===== config.mk =====
export PLATFORM = sky130hd
export DESIGN_NAME = hvac_defrost_sequencer
export DESIGN_NICKNAME = d
export VERILOG_FILES = /design/src/rtl/hvac_defrost_pkg.sv /design/src/rtl/hvac_defrost_sequencer.sv /design/src/rtl/hvac_timebase.sv
export VERILOG_INCLUDE_DIRS = /design/src /design/src/rtl
export SDC_FILE = /design/constraint.sdc
export NUM_CORES = 1
export LEC_CHECK = 0
export ABC_AREA = 1
export BUFFER_PORTS_ARGS = -buffer_cell sky130_fd_sc_hd__buf_2
export CORE_MARGIN = 10
export CORE_UTILIZATION = 30
export DETAILED_ROUTE_END_ITERATION = 12
export GPL_ROUTABILITY_DRIVEN = 0
export GPL_TIMING_DRIVEN = 0
export SYNTH_ARGS = -nofsm -noshare
export SYNTH_HDL_FRONTEND = slang
export SYNTH_SLANG_ARGS = --single-unit

===== constraint.sdc =====
create_clock -name sys_clk_in -period 2.8 [get_ports sys_clk_in]
set_clock_uncertainty 0.2 [all_clocks]
set_input_delay 0.56 -clock sys_clk_in [delete_from_list [all_inputs] [get_ports sys_clk_in]]
set_output_delay 0.56 -clock sys_clk_in [all_outputs]
set_load 0.05 [all_outputs]

===== src/rtl/hvac_defrost_cfg.svh =====
/*
  Constants of the defrost and recovery sequencer: timing, temperature limits,
  register offsets and fields. Assumes a 100 MHz system clock and a
  one-second timebase derived from it.
*/
`ifndef HVAC_DEFROST_CFG_SVH
`define HVAC_DEFROST_CFG_SVH
// ****************************************************************
// Timebase
// ****************************************************************
`define CLK_PERIOD_NS 10
`define HALF_SEC_NS 500000000
`define SEC_PER_MIN 60
`define SEC_PER_HR 3600
// ****************************************************************
// Evaporator defrost and freeze protection
// ****************************************************************
`define AMB_SINGLE_F 55
`define AMB_DUAL_F 40
`define EVAP_RUN_MIN 10
`define EVAP_DEF_MIN 3
`define FRZ_DEB_S 5
`define FRZ_MIN_RUN_MIN 3
`define FRZ_SAT_S 60
// ****************************************************************
// Heat pump defrost and smart recovery
// ****************************************************************
`define DD_INIT_MIN 30
`define DD_ODT_MAX_F 52
`define DD_CT_MAX_F 33
`define DD_TERM_ADD_F 47
`define DD_MARGIN_F 4
`define DD_LOW_DELTA_F 2
`define DD_LOW_HR 2
`define DD_TIMED_MAX 10
`define DD_HIGH_MAX 16
`define DEF_MAX_MIN 10
`define FB_RUN_MIN 30
`define LINK_RUN_MIN 70
`define TT_SEL0_MIN 70
`define TT_SEL1_MIN 90
`define TT_SEL2_MIN 60
`define TT_SEL3_MIN 45
`define SOFT_S 5
`define SR_CHECK_MIN 9
`define SR_RISE_TENTHS 9
// ****************************************************************
// Registers
// ****************************************************************
`define REG_CTRL 4'h0
`define REG_STAT 4'h1
`define CTRL_RST 8'h02
`define CTRL_AUX_F 1:0
`endif


===== src/rtl/hvac_defrost_pkg.sv =====
/*
  Types shared by the sequencer files.
  Assumes nothing beyond a SystemVerilog compiler.
*/
package hvac_defrost_pkg;
  // Heat pump defrost phases
  typedef enum logic [1:0] {HP_IDLE, HP_DEFR, HP_SOFT} hp_state_t;
endpackage


===== src/rtl/hvac_defrost_sequencer.sv =====
/*
  Defrost and recovery sequencer: evaporator defrost, freeze protection,
  heat pump demand and timed defrost, soft start and staged auxiliary heat.
  Assumes pins are asynchronous, controller inputs share sys_clk_in,
  temperatures in whole degrees F and zone temperature in tenths.
*/
// The implementer's own choices: the register addresses and the plain strobed port.
`timescale 1ns/1ns
`include "hvac_defrost_cfg.svh"
module hvac_defrost_sequencer
  import hvac_defrost_pkg::*;
#(
  parameter int HALF_CYCLES = `HALF_SEC_NS / `CLK_PERIOD_NS,
  parameter int SW = 13
) (
  // Clock and reset
  input wire logic sys_clk_in,
  input wire logic reset_n_in,
  // Register port
  input wire logic [3:0] reg_addr_in,
  input wire logic [7:0] reg_wdata_in,
  input wire logic reg_wr_in,
  input wire logic reg_rd_in,
  output logic [7:0] reg_rdata_out,
  // Unit pins, asynchronous
  input wire logic freeze_closed_in,
  input wire logic defrost_temp_switch_in,
  input wire logic [1:0] hp_ctrl_open_in,
  input wire logic emerg_heat_in,
  input wire logic dfm_link_ok_in,
  input wire logic [1:0] interval_sel_in,
  input wire logic demand_cfg_in,
  input wire logic dual_fan_cfg_in,
  // Controller logic
  input wire logic cool_call_in,
  input wire logic heat_call_in,
  input wire logic [1:0] comp_req_in,
  input wire logic signed [7:0] outdoor_temp_in,
  input wire logic signed [7:0] coil_temp_in,
  input wire logic signed [9:0] zone_temp_in,
  input wire logic coil_sensor_fail_in,
  input wire logic outdoor_air_sensor_fail_in,
  input wire logic econ_cmd_in,
  // Relay and indicator outputs
  output logic [1:0] comp_on_out,
  output logic indoor_fan_force_out,
  output logic supply_fan_force_out,
  output logic outdoor_fan_on_out,
  output logic switchover_valve_out,
  output logic [1:0] aux_stage_out,
  output logic econ_cmd_out,
  output logic heat_fail_out,
  output logic cool_fail_out,
  output logic heat_led_out,
  output logic cool_led_out
);
  // ****************************************************************
  // Helpers
  // ****************************************************************
  function automatic logic [SW-1:0] secs(input int s);
    secs = SW'(s);
  endfunction
  function automatic logic [SW-1:0] mins(input int m);
    mins = SW'(m * `SEC_PER_MIN);
  endfunction
  function automatic logic signed [8:0] degf(input int f);
    degf = 9'(f);
  endfunction
  function automatic logic [SW-1:0] sinc(input logic [SW-1:0] v);
    sinc = (&v) ? v : v + 1'b1;
  endfunction

  logic half_tick, sec_tick;
  hvac_timebase #(.HALF_CYCLES(HALF_CYCLES)) u_tb (
    .sys_clk_in(sys_clk_in),
    .reset_n_in(reset_n_in),
    .half_tick_out(half_tick),
    .sec_tick_out(sec_tick)
  );

  // ****************************************************************
  // Pin synchronisers
  // ****************************************************************
  localparam int NP = 10;
  logic [NP-1:0] s1_q, s2_q, s3_q, pin_q;
  logic frz_closed, dt_closed, emerg, link_ok, demand, dual;
  logic [1:0] hp_open, sel;
  // A bit changes only once stages two and three agree
  always_ff @(posedge sys_clk_in or negedge reset_n_in) begin
    if (!reset_n_in) begin
      s1_q <= '0;
      s2_q <= '0;
      s3_q <= '0;
      pin_q <= '0;
    end else begin
      s1_q <= {freeze_closed_in, defrost_temp_switch_in, hp_ctrl_open_in, emerg_heat_in,
               dfm_link_ok_in, interval_sel_in, demand_cfg_in, dual_fan_cfg_in};
      s2_q <= s1_q;
      s3_q <= s2_q;
      pin_q <= (s2_q & s3_q) | (pin_q & (s2_q | s3_q));
    end
  end
  assign {frz_closed, dt_closed, hp_open, emerg, link_ok, sel, demand, dual} = pin_q;

  wire signed [8:0] outdoor_temp = {outdoor_temp_in[7], outdoor_temp_in};
  wire signed [8:0] ct = {coil_temp_in[7], coil_temp_in};
  wire signed [8:0] delta = outdoor_temp - ct; // Outdoor minus coil, always live

  // ****************************************************************
  // Registers
  // ****************************************************************
  logic [7:0] ctrl_q;
  logic evap_act_q, trip_q, dd_fault_q, learned_q;
  logic [1:0] aux_q;
  hp_state_t hp_q;
  wire tt_lost = ~demand & ~link_ok;
  // Control holds installed auxiliary stage count
  always_ff @(posedge sys_clk_in or negedge reset_n_in) begin
    if (!reset_n_in) ctrl_q <= `CTRL_RST;
    else if (reg_wr_in && reg_addr_in == `REG_CTRL) ctrl_q <= reg_wdata_in;
  end
  // Read data valid only in the cycle after the strobe
  always_ff @(posedge sys_clk_in or negedge reset_n_in) begin
    if (!reset_n_in) reg_rdata_out <= 8'h00;
    else if (!reg_rd_in) reg_rdata_out <= 8'h00;
    else if (reg_addr_in == `REG_CTRL) reg_rdata_out <= ctrl_q;
    else if (reg_addr_in == `REG_STAT)
      reg_rdata_out <= {learned_q, aux_q, tt_lost, trip_q, dd_fault_q, hp_q != HP_IDLE, evap_act_q};
    else reg_rdata_out <= 8'h00;
  end

  // ****************************************************************
  // Compressor gating
  // ****************************************************************
  logic [SW-1:0] run_s_q [2];
  logic [1:0] stop_q;
  wire [1:0] frz_block = {2{trip_q}} & (stop_q | ~comp_on_out);
  wire mech_block = evap_act_q | (heat_call_in & emerg); // Emergency heat locks out compressors
  always_ff @(posedge sys_clk_in or negedge reset_n_in) begin
    if (!reset_n_in) comp_on_out <= 2'h0;
    else comp_on_out <= comp_req_in & ~frz_block & ~{2{mech_block}};
  end
  // Continuous run seconds per compressor
  for (genvar i = 0; i < 2; i++) begin : g_run
    always_ff @(posedge sys_clk_in or negedge reset_n_in) begin
      if (!reset_n_in) run_s_q[i] <= '0;
      else if (!comp_on_out[i]) run_s_q[i] <= '0;
      else if (sec_tick) run_s_q[i] <= sinc(run_s_q[i]);
    end
  end

  // ****************************************************************
  // Evaporator defrost
  // ****************************************************************
  logic [SW-1:0] evap_acc_q, evap_t_q;
  wire low_amb = outdoor_temp < (dual ? degf(`AMB_DUAL_F) : degf(`AMB_SINGLE_F));
  always_ff @(posedge sys_clk_in or negedge reset_n_in) begin
    if (!reset_n_in) begin
      evap_act_q <= 1'b0;
      evap_acc_q <= '0;
      evap_t_q <= '0;
    end else if (evap_act_q) begin
      if (evap_t_q >= mins(`EVAP_DEF_MIN)) begin
        evap_act_q <= 1'b0; // Resume and restart the count
        evap_acc_q <= '0;
      end else if (sec_tick) evap_t_q <= evap_t_q + 1'b1;
    end else if (evap_acc_q >= mins(`EVAP_RUN_MIN)) begin
      evap_act_q <= 1'b1;
      evap_t_q <= '0;
    end else if (sec_tick && cool_call_in && |comp_on_out && low_amb)
      evap_acc_q <= evap_acc_q + 1'b1;
  end
  // Indoor fan kept running through the defrost
  assign indoor_fan_force_out = evap_act_q;
  // Economizer path is a plain register, defrost never touches it
  always_ff @(posedge sys_clk_in or negedge reset_n_in) begin
    if (!reset_n_in) econ_cmd_out <= 1'b0;
    else econ_cmd_out <= econ_cmd_in;
  end

  // ****************************************************************
  // Freeze protection
  // ****************************************************************
  logic [SW-1:0] open_s_q, closed_s_q, sat_s_q;
  wire frz_release = closed_s_q >= secs(`FRZ_DEB_S) && sat_s_q >= secs(`FRZ_SAT_S); // Longer wins
  always_ff @(posedge sys_clk_in or negedge reset_n_in) begin
    if (!reset_n_in) begin
      open_s_q <= '0;
      closed_s_q <= '0;
      sat_s_q <= '0;
    end else begin
      if (frz_closed) open_s_q <= '0;
      else if (sec_tick) open_s_q <= sinc(open_s_q);
      if (!frz_closed) closed_s_q <= '0;
      else if (sec_tick) closed_s_q <= sinc(closed_s_q);
      if (cool_call_in) sat_s_q <= '0;
      else if (sec_tick) sat_s_q <= sinc(sat_s_q);
    end
  end
  // Trip latch; each compressor stops once past its minimum run
  always_ff @(posedge sys_clk_in or negedge reset_n_in) begin
    if (!reset_n_in) begin
      trip_q <= 1'b0;
      stop_q <= 2'h0;
    end else if (!trip_q) begin
      trip_q <= open_s_q >= secs(`FRZ_DEB_S);
      stop_q <= 2'h0;
    end else if (frz_release) begin
      trip_q <= 1'b0;
      stop_q <= 2'h0;
    end else begin
      stop_q <= stop_q | {run_s_q[1] >= mins(`FRZ_MIN_RUN_MIN), run_s_q[0] >= mins(`FRZ_MIN_RUN_MIN)};
    end
  end
  assign supply_fan_force_out = trip_q;

  // ****************************************************************
  // Heat pump defrost
  // ****************************************************************
  logic [SW-1:0] hp_run_q, hp_t_q, low_s_q, interval;
  logic signed [8:0] init_q;
  logic [3:0] tcnt_q;
  logic [4:0] hcnt_q;
  logic hp_start;
  wire heating = heat_call_in & ~cool_call_in & ~emerg;
  wire permit = outdoor_temp < degf(`DD_ODT_MAX_F) && ct < degf(`DD_CT_MAX_F);
  wire fallback = demand ? dd_fault_q : tt_lost;
  wire timed = hp_t_q >= mins(`DEF_MAX_MIN);
  wire dtt_hit = ct >= outdoor_temp + degf(`DD_TERM_ADD_F);
  wire early = (~demand & |hp_open) | (~fallback & (demand ? dtt_hit : ~dt_closed));
  wire end_ev = (hp_q == HP_DEFR) && (timed || early);
  wire done_ev = (hp_q == HP_SOFT) && hp_t_q >= secs(`SOFT_S);
  // Selector decode
  always_comb begin
    unique case (sel)
      2'h0: interval = mins(`TT_SEL0_MIN);
      2'h1: interval = mins(`TT_SEL1_MIN);
      2'h2: interval = mins(`TT_SEL2_MIN);
      2'h3: interval = mins(`TT_SEL3_MIN);
    endcase
  end
  // Start condition per method
  always_comb begin
    if (fallback) hp_start = hp_run_q >= (demand ? mins(`FB_RUN_MIN) : mins(`LINK_RUN_MIN));
    else if (demand)
      hp_start = learned_q ? (permit && delta > init_q) : (permit && hp_run_q >= mins(`DD_INIT_MIN));
    else hp_start = hp_run_q >= interval && dt_closed;
  end
  // Heating run time; cooling changeover restarts it
  always_ff @(posedge sys_clk_in or negedge reset_n_in) begin
    if (!reset_n_in) hp_run_q <= '0;
    else if (cool_call_in || hp_q != HP_IDLE) hp_run_q <= '0;
    else if (sec_tick && heating && |comp_on_out) hp_run_q <= sinc(hp_run_q);
  end
  // Defrost phases; soft start holds the valve with the outdoor fan on
  always_ff @(posedge sys_clk_in or negedge reset_n_in) begin
    if (!reset_n_in) begin
      hp_q <= HP_IDLE;
      hp_t_q <= '0;
    end else begin
      unique case (hp_q)
        HP_IDLE: if (heating && hp_start) begin
          hp_q <= HP_DEFR;
          hp_t_q <= '0;
        end
        HP_DEFR: if (end_ev) begin
          hp_q <= HP_SOFT;
          hp_t_q <= '0;
        end else if (sec_tick) hp_t_q <= hp_t_q + 1'b1; // Timeout covers a stuck switch
        HP_SOFT: if (done_ev) hp_q <= HP_IDLE;
        else if (sec_tick) hp_t_q <= hp_t_q + 1'b1;
        default: hp_q <= HP_IDLE;
      endcase
    end
  end
  assign switchover_valve_out = hp_q != HP_IDLE;
  assign outdoor_fan_on_out = hp_q == HP_SOFT;

  // Demand learning and fault detection; fault holds until reset
  always_ff @(posedge sys_clk_in or negedge reset_n_in) begin
    if (!reset_n_in) begin
      dd_fault_q <= 1'b0;
      learned_q <= 1'b0;
      init_q <= '0;
      tcnt_q <= '0;
      hcnt_q <= '0;
      low_s_q <= '0;
    end else if (demand && !dd_fault_q) begin
      if (coil_sensor_fail_in || outdoor_air_sensor_fail_in) dd_fault_q <= 1'b1;
      if (end_ev) begin
        tcnt_q <= (timed && !dtt_hit) ? tcnt_q + 1'b1 : '0;
        if (timed && !dtt_hit && tcnt_q == 4'(`DD_TIMED_MAX - 1)) dd_fault_q <= 1'b1;
      end
      if (done_ev && !learned_q) begin
        learned_q <= 1'b1; // Clean coil delta sampled after first cycle
        init_q <= delta + degf(`DD_MARGIN_F);
      end else if (done_ev) begin
        hcnt_q <= (delta > init_q) ? hcnt_q + 1'b1 : '0;
        if (delta > init_q && hcnt_q == 5'(`DD_HIGH_MAX - 1)) dd_fault_q <= 1'b1;
      end
      if (!(heating && |comp_on_out && learned_q && delta < degf(`DD_LOW_DELTA_F))) low_s_q <= '0;
      else if (low_s_q >= secs(`DD_LOW_HR * `SEC_PER_HR)) dd_fault_q <= 1'b1;
      else if (sec_tick) low_s_q <= low_s_q + 1'b1;
    end
  end

  // ****************************************************************
  // Failure indication
  // ****************************************************************
  logic blink_q, fail_heat_q, fail_cool_q;
  // Link loss blinks at one flash a second
  always_ff @(posedge sys_clk_in or negedge reset_n_in) begin
    if (!reset_n_in) begin
      blink_q <= 1'b0;
      fail_heat_q <= 1'b0;
      fail_cool_q <= 1'b0;
    end else begin
      blink_q <= tt_lost & (blink_q ^ half_tick);
      fail_heat_q <= emerg | (demand & dd_fault_q) | tt_lost;
      fail_cool_q <= (demand & dd_fault_q) | tt_lost;
    end
  end
  assign heat_fail_out = fail_heat_q;
  assign cool_fail_out = fail_cool_q;
  assign heat_led_out = fail_heat_q & (~tt_lost | blink_q);
  assign cool_led_out = fail_cool_q & (~tt_lost | blink_q);

  // ****************************************************************
  // Smart recovery staging
  // ****************************************************************
  logic [SW-1:0] sr_t_q;
  logic signed [9:0] snap_q;
  wire mech = heat_call_in & ~emerg & |comp_on_out;
  wire sr_check = mech && sr_t_q >= mins(`SR_CHECK_MIN);
  wire rising = (zone_temp_in - snap_q) >= 10'sd`SR_RISE_TENTHS;
  wire [1:0] inst = ctrl_q[`CTRL_AUX_F];
  always_ff @(posedge sys_clk_in or negedge reset_n_in) begin
    if (!reset_n_in) begin
      sr_t_q <= '0;
      snap_q <= '0;
      aux_q <= 2'h0;
    end else if (heat_call_in && emerg) begin
      aux_q <= inst; // Auxiliary heat only
      sr_t_q <= '0;
    end else if (!mech) begin
      aux_q <= 2'h0;
      sr_t_q <= '0;
      snap_q <= zone_temp_in;
    end else if (sr_check) begin
      sr_t_q <= '0;
      snap_q <= zone_temp_in;
      if (rising && aux_q != 2'h0) aux_q <= aux_q - 1'b1; // Highest stage first
      else if (!rising && aux_q < inst) aux_q <= aux_q + 1'b1;
    end else if (sec_tick) sr_t_q <= sr_t_q + 1'b1;
  end
  assign aux_stage_out = {aux_q >= 2'h2, aux_q >= 2'h1};
endmodule // hvac_defrost_sequencer


===== src/rtl/hvac_timebase.sv =====
/*
  Divider giving half-second and one-second ticks off the system clock.
  Assumes reset_n_in asynchronous, active low.
*/
`timescale 1ns/1ns
`include "hvac_defrost_cfg.svh"
module hvac_timebase #(
  parameter int HALF_CYCLES = `HALF_SEC_NS / `CLK_PERIOD_NS
) (
  // Clock and reset
  input wire logic sys_clk_in,
  input wire logic reset_n_in,
  // Ticks, one cycle each
  output logic half_tick_out,
  output logic sec_tick_out
);
  localparam int CW = $clog2(HALF_CYCLES + 1);
  logic [CW-1:0] cnt_q;
  logic phase_q;
  wire last = (cnt_q == CW'(HALF_CYCLES - 1));

  // Single divider so every timer shares one phase
  always_ff @(posedge sys_clk_in or negedge reset_n_in) begin
    if (!reset_n_in) begin
      cnt_q <= '0;
      phase_q <= 1'b0;
      half_tick_out <= 1'b0;
      sec_tick_out <= 1'b0;
    end else begin
      cnt_q <= last ? '0 : cnt_q + 1'b1;
      phase_q <= phase_q ^ last;
      half_tick_out <= last;
      sec_tick_out <= last & phase_q;
    end
  end
endmodule // hvac_timebase


Word level (Yosys, flattened, before mapping). Cells that the tools add are included.

Add/sub/neg operators: 20. Magnitude comparators: 24. Equal/unequal tests: 32. Multiplexer cells: 78. Bitwise logic cells: 42. Reductions and logical operators: 68.

Operator list (number): $mux W13 (38); $add A13 B1 Y13 const B (11); $reduce_and A13 Y1 (6); $pmux W13 S4 (1); $ge A13 B10 Y1 const B (3); $ge A13 B3 Y1 const B (3); $ge A13 B8 Y1 const B (3); $pmux W13 S3 (1); $add A26 B1 Y26 const B (1); $eq A26 B26 Y1 const B (1); $ge A13 B13 Y1 (2); $logic_and A1 B1 Y1 (26); $mux W26 (1); $mux W8 (3); $ne A2 B2 Y1 const B (12); $and A10 B10 Y10 (2); $mux W10 (2); $mux W2 (10); $or A10 B10 Y10 (2); $reduce_and A2 Y1 (10); $mux W1 (18); $reduce_and A3 Y1 (6); $lt A8 B7 Y1 const B (2); $ne A2 B1 Y1 const B (8); 43 further kinds (92).

Register bits: 272. Bits of input ports: 59. Output and inout port bits: 21.

Depth between registers and ports, before layout. Gate-level depths: netlist of the first run.

Depth in word-level cells: 14. Depth in mapped cells: 27. Mapped depth without buffers: 26.

Hierarchy. From an unflattened synthesis of the first run, not the netlist that was laid out.

Cell total of the unflattened synthesis: 1954. Area, all modules: 15541.2 µm².

By module, submodules not included: hvac_defrost_sequencer (times used 1, cells an instance 1733, area an instance 13902.1 µm², seq. area each 6082.1 µm²); hvac_timebase (times used 1, cells an instance 221, area an instance 1639.1 µm², seq. area each 725.7 µm²).

Worst setup path after synthesis of the first run. OpenSTA, ideal clock, no wires.

Path kind: in2reg. Start: in outdoor_temp_in[0]. End: reg hp_t_q[6]. Library setup time: 118 ps. Arrival time: 3058 ps. Data required time: 2482 ps. Setup slack: -576 ps. Cell stages on the path: 26. Buffers on the path: 1. Cell sequence: inv_1 ha_1 inv_1 fa_1 nand4_1 nand3_1 nand2_1 a22oi_1 inv_1 ha_1 nand2_1 nor2_1 nand3_1 nand4_1 nand2_1 nand3_1 nand2_1 nand2_1 nand2_1 nand2_1 nand2_1 nand2_1 nand2_1 buf_2 nand2_1 nand2_1.

Cells in the longest elaborated chain, start to end: 9.

RTL lines: from (decl) (line hvac_defrost_sequencer.sv:38) `input wire logic signed [7:0] outdoor_temp_in,`; $add A8 B7 Y9, or another cell as far along (line hvac_defrost_sequencer.sv:229) `` wire dtt_hit = ct >= outdoor_temp + degf(`DD_TERM_ADD_F); ``; $ge A8 B9 Y1, or another cell as far along (line hvac_defrost_sequencer.sv:229); $mux W1 / $logic_and A1 B1 Y1 (equally long branches) (line hvac_defrost_sequencer.sv:230, hvac_defrost_sequencer.sv:246); $and A1 B1 Y1 / $mux W1 (equally long branches) (line hvac_defrost_sequencer.sv:230, hvac_defrost_sequencer.sv:246); $or A1 B1 Y1 / $mux W1 (equally long branches) (line hvac_defrost_sequencer.sv:230, hvac_defrost_sequencer.sv:245); $logic_or A1 B1 Y1 / $mux W1 (equally long branches) (line hvac_defrost_sequencer.sv:231, hvac_defrost_sequencer.sv:244); $logic_and A1 B1 Y1, on equally long branches (line hvac_defrost_sequencer.sv:231, hvac_defrost_sequencer.sv:262); $mux W13 / $ne A2 B2 Y1 (equally long branches); $pmux W13 S3 / $reduce_and A3 Y1 (equally long branches); to (signal assigned) (line hvac_defrost_sequencer.sv:269) `end else if (sec_tick) hp_t_q <= hp_t_q + 1'b1;`; to (signal assigned) (line hvac_defrost_sequencer.sv:271) `else if (sec_tick) hp_t_q <= hp_t_q + 1'b1;`; to (decl) (line hvac_defrost_sequencer.sv:220) `logic [SW-1:0] hp_run_q, hp_t_q, low_s_q, interval;`.

Parallel ways exist; a longest one is shown, timed or not. A chain may end at the register's enable or synchronous reset.

Worst setup path in the final report of the first run.
Start: in coil_temp_in[3]. End: reg hp_t_q[7].

Cells in the longest elaborated chain, start to end: 9.

RTL lines: from (decl) (line hvac_defrost_sequencer.sv:39) `input wire logic signed [7:0] coil_temp_in,`; $sub A8 B8 Y9 / $lt A8 B7 Y1 (equally long branches) (line hvac_defrost_sequencer.sv:107, hvac_defrost_sequencer.sv:226); $gt A9 B9 Y1 / $logic_and A1 B1 Y1 (equally long branches) (line hvac_defrost_sequencer.sv:246, hvac_defrost_sequencer.sv:226); $logic_and A1 B1 Y1 (line hvac_defrost_sequencer.sv:246) `` hp_start = learned_q ? (permit && delta > init_q) : (permit && hp_run_q >= mins(`DD_INIT_MIN)); ``; $mux W1 (line hvac_defrost_sequencer.sv:246); $mux W1 (line hvac_defrost_sequencer.sv:245) `else if (demand)`; $mux W1 (line hvac_defrost_sequencer.sv:244) `` if (fallback) hp_start = hp_run_q >= (demand ? mins(`FB_RUN_MIN) : mins(`LINK_RUN_MIN)); ``; $logic_and A1 B1 Y1 (line hvac_defrost_sequencer.sv:262) `HP_IDLE: if (heating && hp_start) begin`; $ne A2 B2 Y1 (no line); $reduce_and A3 Y1 (no line).

Parallel ways exist; a longest one is shown, timed or not.

==> results of run 1 <==
routing by layer:
layer,track usage,up-vias,part of all wire
li1,-,6402,-
met1,0.155,6018,0.46
met2,0.196,249,0.45
met3,0.0296,82,0.055
met4,0.0499,6,0.031
met5,0,-,0.0011
cell families (layout without fill, tap and decap cells):
logic type | after synthesis | count (layout) | share of synthesized area
simple gates | 829 | 829 | 0.244
buf+inv | 299 | 485 | 0.0746
flops | 272 | 272 | 0.449
compound gates | 270 | 270 | 0.100
fa+ha+maj | 111 | 111 | 0.0909
xor+xnor | 61 | 61 | 0.0357
mux | 8 | 8 | 0.00594
other cells | 1 | 4 | 0.000247
through the flow:
step | hold WS (ps) | util | setup WS [ps]
detailed placement | 135 | 0.332 | -991
global placement | 134 | 0.331 | -4200
global route | 43.6 | 0.373 | -389
CTS | 25.4 | 0.367 | -176
finish | 54.1 | 0.373 | -226
floorplan | 64.4 | - | -380
registers in the layout (all words and copies together), names as in the netlist, 13 cells and up:
register    flops
evap_t_q       13
low_s_q        13
hp_t_q         13
closed_s_q     13
run_s_q        26
evap_acc_q     13
hp_run_q       13
sat_s_q        13
sr_t_q         13
open_s_q       13
u_tb.cnt_q     26
report_power, final:
group / internal [mW] / switching (mW)
Clock: 2.93 / 1.72
Combinational: 0.648 / 1.11
Sequential: 4.04 / 0.0836
Total: 7.61 / 2.91
synth_stat cells (3+ instances only):
| cell | count |
|---|---|
| a21boi_0 | 4 |
| nor3_2 | 3 |
| dfrtp_1 | 271 |
| buf_2 | 5 |
| maj3_1 | 10 |
| o21ai_2 | 3 |
| nor2_2 | 8 |
| xnor2_1 | 17 |
| nand3_2 | 5 |
| inv_1 | 272 |
| nand4_1 | 49 |
| nor3_1 | 52 |
| ha_1 | 99 |
| o21ai_1 | 5 |
| or2_2 | 5 |
| a31oi_1 | 8 |
| xor2_1 | 43 |
| mux2_2 | 8 |
| o21ai_0 | 86 |
| nor2_1 | 176 |
| nand3_1 | 114 |
| a211oi_1 | 9 |
| and3_1 | 3 |
| clkbuf_1 | 10 |
| inv_2 | 9 |
| nand2_1 | 368 |
| nor4_1 | 19 |
| nor3b_1 | 4 |
| o31ai_1 | 8 |
| a21oi_1 | 119 |
| nand2_2 | 8 |
| o21a_1 | 7 |
| o211ai_1 | 7 |
| nand3b_1 | 4 |
what timing repair did:
action / CTS / global route
endpoints found under the hold margin: 55 / 0
gates cloned: 1 / 0
endpoints found under the setup margin: 29 / 31
pin swaps: 24 / 35
hold buffers: 12 / 0
gates resized for setup: 47 / 62
buffers inserted: 26 / 12
final timing paths:
kind,startpoint,to,slack (ps),depth (start not counted)
setup / recovery,coil_temp_in[3],hp_t_q[7],-230,27
hold / removal,reg_wdata_in[2],ctrl_q[2],50,2
setup reg to reg,pin_q[3],hp_t_q[7],70,18
hold reg to reg,s1_q[0],s2_q[0],150,0
max in group asynchronous,reset_n_in,pin_q[0],660,4
min in group asynchronous,reset_n_in,open_s_q[0],300,2
final cells by class:
type                    count  area, sq um  area share
diodes                      1         2.50    0.000134
plain buffers              18          103     0.00550
clock buffers              48          983      0.0527
clock inverters            13          220      0.0118
inverters                 281         1070      0.0575
multi-input cells        1282         7750       0.415
flip-flops and latches    272         6810       0.365
well taps                 672          841      0.0451
repair buffers            125          872      0.0468
==> metrics, run 1 <==
Period minus WS final=3030 ps; Max transition margin=0.248; Setup-failing EPs final=15; CTS sink cnt=~270; Core Region=between 0.05 and 0.06 sq mm; Fin. Hold Viols=0; min-delay worst type=primary input to flip-flop; Final ANT Viol Nets=0; top cells by area, synth=dfrtp_1, nand2_1, ha_1; htree depth=2; Clk Latency, worst-skew pair=540 ps; Final nets=2174; Cell variety after synth=59; CP Class=primary input to flip-flop; synthesized area=approximately 0.015 sq mm; peak supply drop=0.000317 V; Starting Density=0.303; post-route cell area=0.0187 sq mm; die height=245 microns; area delta synth->final=22.9%; ys async rst share=1.00; CP peak stage delay=roughly 300 ps; CP Data Arrival Time=3250 ps; Final Non-Filler Cells=2712; most frequent cells in the layout=nand2_1, dfrtp_1, inv_1; dpl hpwl=27100 microns; leakage power=8.68 nW; clock root cell=clkbuf_16; largest net degree at the start of global routing=120; routed len/inst=13.7 microns; Via density=4.70; mean area per synthesized cell=8.20 sq um; Fin Setup TNS=-2730 ps; status=complete, but fails checks; first-pass GRT wire length=61300 microns; Tcrit/Tclk final=1.08; total of max-cap violations=0; cell family with most CP delay=simple AND/OR/NAND/NOR gates; GRT Total Usage=0.122; Yosys reg bits=272; port bufs=79; initial antenna violation count=5; fillcell total=5062; Clock Pin Slew Worst Setup and Hold Paths=60 ps; P per Cell Area=564 mW/mm^2; top_reg_cell synth=dfrtp_1; Pwr Total=10.5 mW; Rows=82; sequential-to-total area share from yosys stat=0.449; Placed Cells=2606; Synth area leader=dfrtp_1; failing checks=setup timing; RSZ-0062 raised after global routing=yes; DR pass1 iterations=6; Die Width=around 240 microns; crit-path most repeated cell=nand2_1; clk buf depth=3; Setup crit start kind=primary input; CTS tree=yes; number of buffer and inverter stages on the critical path=5; I/O Pins=80; CP Capture Type=flip-flop; Cell Area, Placed=about 0.017 sq mm; Crit path required time=3020 ps; PnR worst setup slack=-226 ps; Synth Instances=roughly 1900; drt total wl=37200 microns; gr ovfl total=0; Post-synth EDFFs=0; layout cells sized above 1=0.162; Iter 0 DRT Violations=around 840; Synth Warn #=0; DRC Markers=0; CTS Buf Count=34; CP max FO=6; most common cell after layout, fill and taps aside=nand2_1; max-slew violation count=0; Die Footprint=0.0600 sq mm; number of global-route vias before repair=between 10000 and 15000; Worst Max-Slew Pin Slew=about 1100 ps; f_max=~330 MHz; Worst path slowest cell=ha_4; share of the synthesized area in the top cell type=0.447; total number of vias=roughly 13000
Power figures use the tool's default switching activity.
==> run 2, diff against run 1 <==
--- a/config.mk
+++ b/config.mk
@@ -9,7 +9,7 @@
 export ABC_AREA = 1
 export BUFFER_PORTS_ARGS = -buffer_cell sky130_fd_sc_hd__buf_2
 export CORE_MARGIN = 10
-export CORE_UTILIZATION = 30
+export CORE_UTILIZATION = 43
 export DETAILED_ROUTE_END_ITERATION = 12
 export GPL_ROUTABILITY_DRIVEN = 0
 export GPL_TIMING_DRIVEN = 0
==> constraint.sdc (replaced) <==
create_clock -name sys_clk_in -period 2.7 [get_ports sys_clk_in]
set_clock_uncertainty 0.2 [all_clocks]
set_input_delay 0.54 -clock sys_clk_in [delete_from_list [all_inputs] [get_ports sys_clk_in]]
set_output_delay 0.54 -clock sys_clk_in [all_outputs]
set_load 0.05 [all_outputs]
==> run 2 against run 1 <==
The flow still finishes with violations (setup timing). First-iteration DRC count down 17%. Total power is 3.0% higher. Via count is 1.3% lower. Clock power up 3%. Combinational power is 2% higher. Critical path depth unchanged. Non-clock buffer count stayed put. Worst setup slack worse by 36 ps. Design area decreased by 1.2%. Largest power group unchanged. Highest routed layer unchanged.
==> metrics, run 2 (synthesis results as in run 1) <==
status=complete, but fails checks; failing checks=setup timing; FF-to-FF End=hp_t_q[1]; Worst Max-Slew Pin Slew=958 ps (-165 ps); clock root cell=clkbuf_16; Starting Density=0.437 (+0.134); Final nets=2174 (unchanged); total of max-cap violations=0 (unchanged); Core Region=0.0347 sq mm (-31%); P per Cell Area=588 mW/mm^2 (+4.3%); RSZ-0062 raised after global routing=yes; HP Start=reg_wdata_in[3]; area delta synth->final=21.4%; most common cell after layout, fill and taps aside=nand2_1; clk buf depth=3 (unchanged); leakage power=8.66 nW (-0.21%); clock power share=0.441 (about the same); DR pass1 iterations=5 (-1); CP max FO=5 (-1); dpl hpwl=25700 microns (-5.4%); CP Depth=27 (unchanged); worst r2r path cells=17 (-1); hold endpoint=ctrl_q[3]; routed len/inst=14.2 microns (+3.7%); I/O Pins=80 (unchanged); cell family with most CP delay=simple AND/OR/NAND/NOR gates; Gate power share=0.166 (about the same); Max transition margin=0.359 (+0.110); Tcrit/Tclk final=1.10; Rows=68 (-17%); min-delay worst type=primary input to flip-flop; f_max=approximately 340 MHz; number of buffer and inverter stages on the critical path=5 (unchanged); Iter 0 DRT Violations=702 (-17%); worst hold slack=56.7 ps (+2.66 ps); Switching Power=2.98 mW (+2.4%); post-route cell area=0.0184 sq mm (-1.2%); share of power burned in registers=0.393 (about the same); htree depth=2 (unchanged); initial antenna violation count=1 (-4); gr ovfl total=0 (unchanged); CP Capture Type=flip-flop; Final ANT Viol Nets=0 (unchanged); max-slew violation count=0 (unchanged); Worst path slowest cell=ha_4; CP Data Arrival Time=3160 ps (-90 ps); largest net degree at the start of global routing=117 (-2.5%); Worst Hold Depth=2 (unchanged); drt total wl=35500 microns (-4.6%); R2R Path Start=pin_q[3]; layout cells sized above 1=0.167 (+0.00548); Die Footprint=0.0432 sq mm (-28%); number of global-route vias before repair=12500 (-1.3%); Setup-failing EPs final=23 (+8); Via density=5.05 (+7.4%); n_diodes=0 (-1); Period minus WS final=2960 ps; peak supply drop=0.000477 V (+50%); fillcell total=3255 (-36%); Fin. Hold Viols=0 (unchanged); Die Width=208 microns (-15%); CTS tree=yes; port bufs=79 (unchanged); Clk Latency, worst-skew pair=510 ps (-30 ps); crit-path most repeated cell=nand2_2; PnR worst setup slack=-262 ps (-35.9 ps); total number of vias=12600 (-1.3%); Pwr Total=10.8 mW (+3.0%); DRC Markers=0 (unchanged); most frequent cells in the layout=nand2_1, dfrtp_1, inv_1; Clock Pin Slew Worst Setup and Hold Paths=60 ps (about the same); Int Power=7.86 mW (+3.3%); first-pass GRT wire length=59600 microns (-2.9%); CTS Buf Count=34 (unchanged); R2R Setup Slk=-50 ps (-120 ps); Crit path required time=2900 ps (-120 ps); CP Class=primary input to flip-flop; CTS sink cnt=272 (unchanged); Cell Area, Placed=0.0164 sq mm (-1.4%); die height=208 microns (-15%); biggest regs=run_s_q: 26 flops, u_tb.cnt_q: 26 flops; switch share=0.275 (-0.00174); CP peak stage delay=290 ps (about the same); Setup crit start kind=primary input; GRT Total Usage=0.160 (+0.0384)
-- run 2: per-stage QoR --
stage | cells | setup slack (ps) | TNS (ps) | utilization
CTS | 2480 | -257 | -3720 | 0.519
floorplan | 1853 | -460 | -7090 | -
global placement | 2387 | -4260 | -1178580 | 0.470
detailed placement | 2390 | -1120 | -31580 | 0.473
finish | 2493 | -262 | -4000 | 0.531
global route | 2493 | -456 | -8620 | 0.531
-- run 2: routing by layer --
| metal | share of wire | GRT usage | wire [microns] |
|---|---|---|---|
| met1 | 0.48 | 0.215 | 17000 |
| met2 | 0.47 | 0.262 | 16500 |
| met3 | 0.037 | 0.0260 | 1300 |
| met4 | 0.018 | 0.0433 | 640 |
| met5 | 0.00037 | 0 | 13 |
-- run 2: worst max-delay path by stage --
| stage | slack (ps) | end | from |
|---|---|---|---|
| 4_1_cts | -260 | hp_t_q[1] | outdoor_temp_in[0] |
| 3_3_place_gp | -4260 | run_s_q[7] | reset_n_in |
| 2_1_floorplan | -460 | hp_t_q[0] | outdoor_temp_in[0] |
| 6_report | -260 | hp_t_q[1] | outdoor_temp_in[0] |
| 5_1_grt | -460 | hp_t_q[3] | outdoor_temp_in[0] |
| 3_5_place_dp | -1120 | hp_t_q[1] | outdoor_temp_in[0] |
-- run 2: area by class of cell --
type / count / area [sq um] / area share
clock buffers: 45 / 1010 / 0.0546
flip-flops and latches: 272 / 6810 / 0.369
inverters: 281 / 1080 / 0.0584
plain buffers: 18 / 103 / 0.00557
clock inverters: 15 / 193 / 0.0105
multi-input cells: 1282 / 7770 / 0.422
repair buffers: 125 / 903 / 0.0490
well taps: 455 / 569 / 0.0309
-- run 2: power groups by stage --
stage	clock [mW]	combinational, mW	sequential (mW)
5_1_grt	5.10	1.99	4.28
2_1_floorplan	0	0.991	4.33
3_3_place_gp	0	1.43	4.34
6_report	4.78	1.80	4.27
3_5_place_dp	0	1.47	4.34
4_1_cts	4.92	1.66	4.27
-- run 2: repair_timing --
item | in CTS | in global routing
gates resized for setup | 39 | 89
endpoints found under the setup margin | 32 | 35
hold buffers | 12 | 0
endpoints found under the hold margin | 125 | 0
gates cloned | 1 | 0
buffers inserted | 17 | 13
pin swaps | 19 | 26
==> run 3, diff against run 2 <==
--- a/config.mk
+++ b/config.mk
@@ -13,6 +13,7 @@
 export DETAILED_ROUTE_END_ITERATION = 12
 export GPL_ROUTABILITY_DRIVEN = 0
 export GPL_TIMING_DRIVEN = 0
+export RECOVER_POWER = 50
 export SYNTH_ARGS = -nofsm -noshare
 export SYNTH_HDL_FRONTEND = slang
 export SYNTH_SLANG_ARGS = --single-unit
==> run 3 against run 2 <==
First-iteration DRC count grew 2.3%. Die area is the same. Clock power is essentially flat. Wire length is essentially flat. The flow finishes with violations (capacitance limit, slew limit, setup timing). Critical path type unchanged. Via count is essentially flat. Highest routed layer unchanged. Flip-flop and latch count is the same. Count of clock-buffer cells in the layout is the same. Design area shrank 0.24%.
==> metrics, run 3 (synthesis results as in run 1) <==
CP Data Arrival Time=3160 ps (about the same); first-pass GRT wire length=59600 microns (unchanged); origin of the worst setup path=outdoor_temp_in[0]; Clock Pin Slew Worst Setup and Hold Paths=60 ps (about the same); GRT Total Usage=0.160 (unchanged); max-slew violation count=115 (+115); n_diodes=0 (unchanged); min-delay worst type=primary input to flip-flop; gr ovfl total=0 (unchanged); Multi-input gate area=0.00776 sq mm (about the same); routed len/inst=14.2 microns (about the same); failing checks=capacitance limit, slew limit, setup timing; pre-CTS worst setup slack=-1120 ps (unchanged); number of global-route vias before repair=12500 (unchanged); biggest regs=run_s_q: 26 flops, u_tb.cnt_q: 26 flops; Final Non-Filler Cells=2493 (unchanged); die height=208 microns (unchanged); Period minus WS final=2960 ps (+0.0530 ps); Setup crit start kind=primary input; Die Footprint=0.0432 sq mm (unchanged); R2R Path Start=pin_q[3]; Register Area=0.00681 sq mm (about the same); P per Cell Area=590 mW/mm^2 (+0.23%); Fin. Hold Viols=0 (unchanged); total number of vias=12600 (+0.056%); DR pass1 iterations=5 (unchanged); Fin Setup TNS=-4010 ps (-10.1 ps); Tcrit/Tclk final=1.10 (about the same); CP Class=primary input to flip-flop; CTS Buf Count=34 (unchanged); f_max=338 MHz (about the same); Worst Max-Slew Pin Slew=1520 ps (+566 ps); Core Region=0.0347 sq mm (unchanged); Max transition margin=-0.0163 (-0.375); CP Capture Type=flip-flop; DRC Markers=0 (unchanged); PnR worst setup slack=-262 ps (-0.0530 ps); fillcell total=3264 (+0.28%); I/O Pins=80 (unchanged); clk buf depth=3 (unchanged); Die Width=208 microns (unchanged); largest net degree at the start of global routing=117 (unchanged); Clk Latency, worst-skew pair=510 ps (about the same); port bufs=79 (unchanged); status=complete, but fails checks; Starting Density=0.437 (unchanged); area delta synth->final=21.2%; clock root cell=clkbuf_16; dpl hpwl=25700 microns (unchanged); htree depth=2 (unchanged); Iter 0 DRT Violations=718 (+2.3%); RSZ-0062 raised after global routing=yes; drt total wl=35500 microns (about the same); leakage power=8.64 nW (-0.27%); Rows=68 (unchanged); Setup-failing EPs final=23 (unchanged); HP Start=reg_wdata_in[3]; Final ANT Viol Nets=0 (unchanged); CTS sink cnt=272 (unchanged); peak supply drop=0.000478 V (+0.13%); CP max FO=5 (unchanged); CTS tree=yes; Crit path required time=2900 ps (about the same); most frequent cells in the layout=nand2_1, dfrtp_1, inv_1; Via density=5.05 (about the same); layout cells sized above 1=0.163 (-0.00393); Final nets=2174 (unchanged); most common cell after layout, fill and taps aside=nand2_1; Placed Cells=2390 (unchanged); initial antenna violation count=1 (unchanged); total of max-cap violations=1 (+1)
run 3: worst paths after layout:
| path | to | slack (ps) | cells past startpoint |
|---|---|---|---|
| min reg2reg | s2_q[8] | 150 | 0 |
| min | ctrl_q[3] | 60 | 2 |
| max | hp_t_q[1] | -260 | 27 |
| max reg2reg | hp_t_q[1] | -50 | 17 |
| min in group asynchronous | pin_q[0] | 180 | 2 |
| max in group asynchronous | sat_s_q[5] | 250 | 4 |
run 3: cell type report:
cell class                      instances  share of cell area
Clock inverter                         15              0.0105
Sequential cell                       272               0.370
Inverter                              281              0.0585
Clock buffer                           45              0.0547
Timing Repair Buffer                  125              0.0472
Tap cell                              455              0.0310
Multi-Input combinational cell       1282               0.422
Buffer                                 18             0.00558
run 3: critical path: stages:
cell     delay [ps]
buf_12          100
inv_16           30
ha_4            150
inv_4            50
fa_2            210
nand4_1         110
nand3_1         120
nand2_2          80
a22oi_2         160
inv_2            80
ha_4            290
nand2_4          60
nor2_4          130
nand3_2          70
nand4_1         100
nand2_2          80
nand3_2          50
nand2_1          50
nand2_1          60
nand2_1          40
nand2_1          60
nand2_2          80
nand2_4         110
nand2_4          70
buf_8           150
nand2_2          60
nand2_2          50
run 3: through the flow:
stage / hold WS (ps) / area [sq um] / power, mW / utilization
final: 56.7 / 18400 / 10.8 / 0.530
after floorplan: 44.4 / 15400 / 5.33 / -
after global routing: 54.8 / 18400 / 11.4 / 0.530
after detailed placement: 120 / 16400 / 5.81 / 0.473
after CTS: 32.1 / 18000 / 10.8 / 0.519
after global placement: 131 / 16300 / 5.77 / 0.470
run 3: report_power, final:
group | switching, mW | leakage [nW] | internal (mW)
Combinational | 1.13 | 4.56 | 0.664
Clock | 1.78 | 0.569 | 3.01
Sequential | 0.0784 | 3.51 | 4.19
Total | 2.98 | 8.64 | 7.86
run 3: repair_timing:
item | in CTS | in global routing
pin swaps | 19 | 26
resized for setup | 39 | 89
setup endpoints to repair | 32 | 35
hold buffers | 12 | 0
buffers inserted | 17 | 13
endpoints found under the hold margin | 125 | 0
gates cloned | 1 | 0
run 3: metal layers:
metal  vias up  part of all wire  track usage
li1       6404                 -            -
met1      5949              0.48        0.215
met2       195              0.47        0.262
met3        52             0.038       0.0260
met4         2             0.018       0.0433
met5         -           0.00037            0
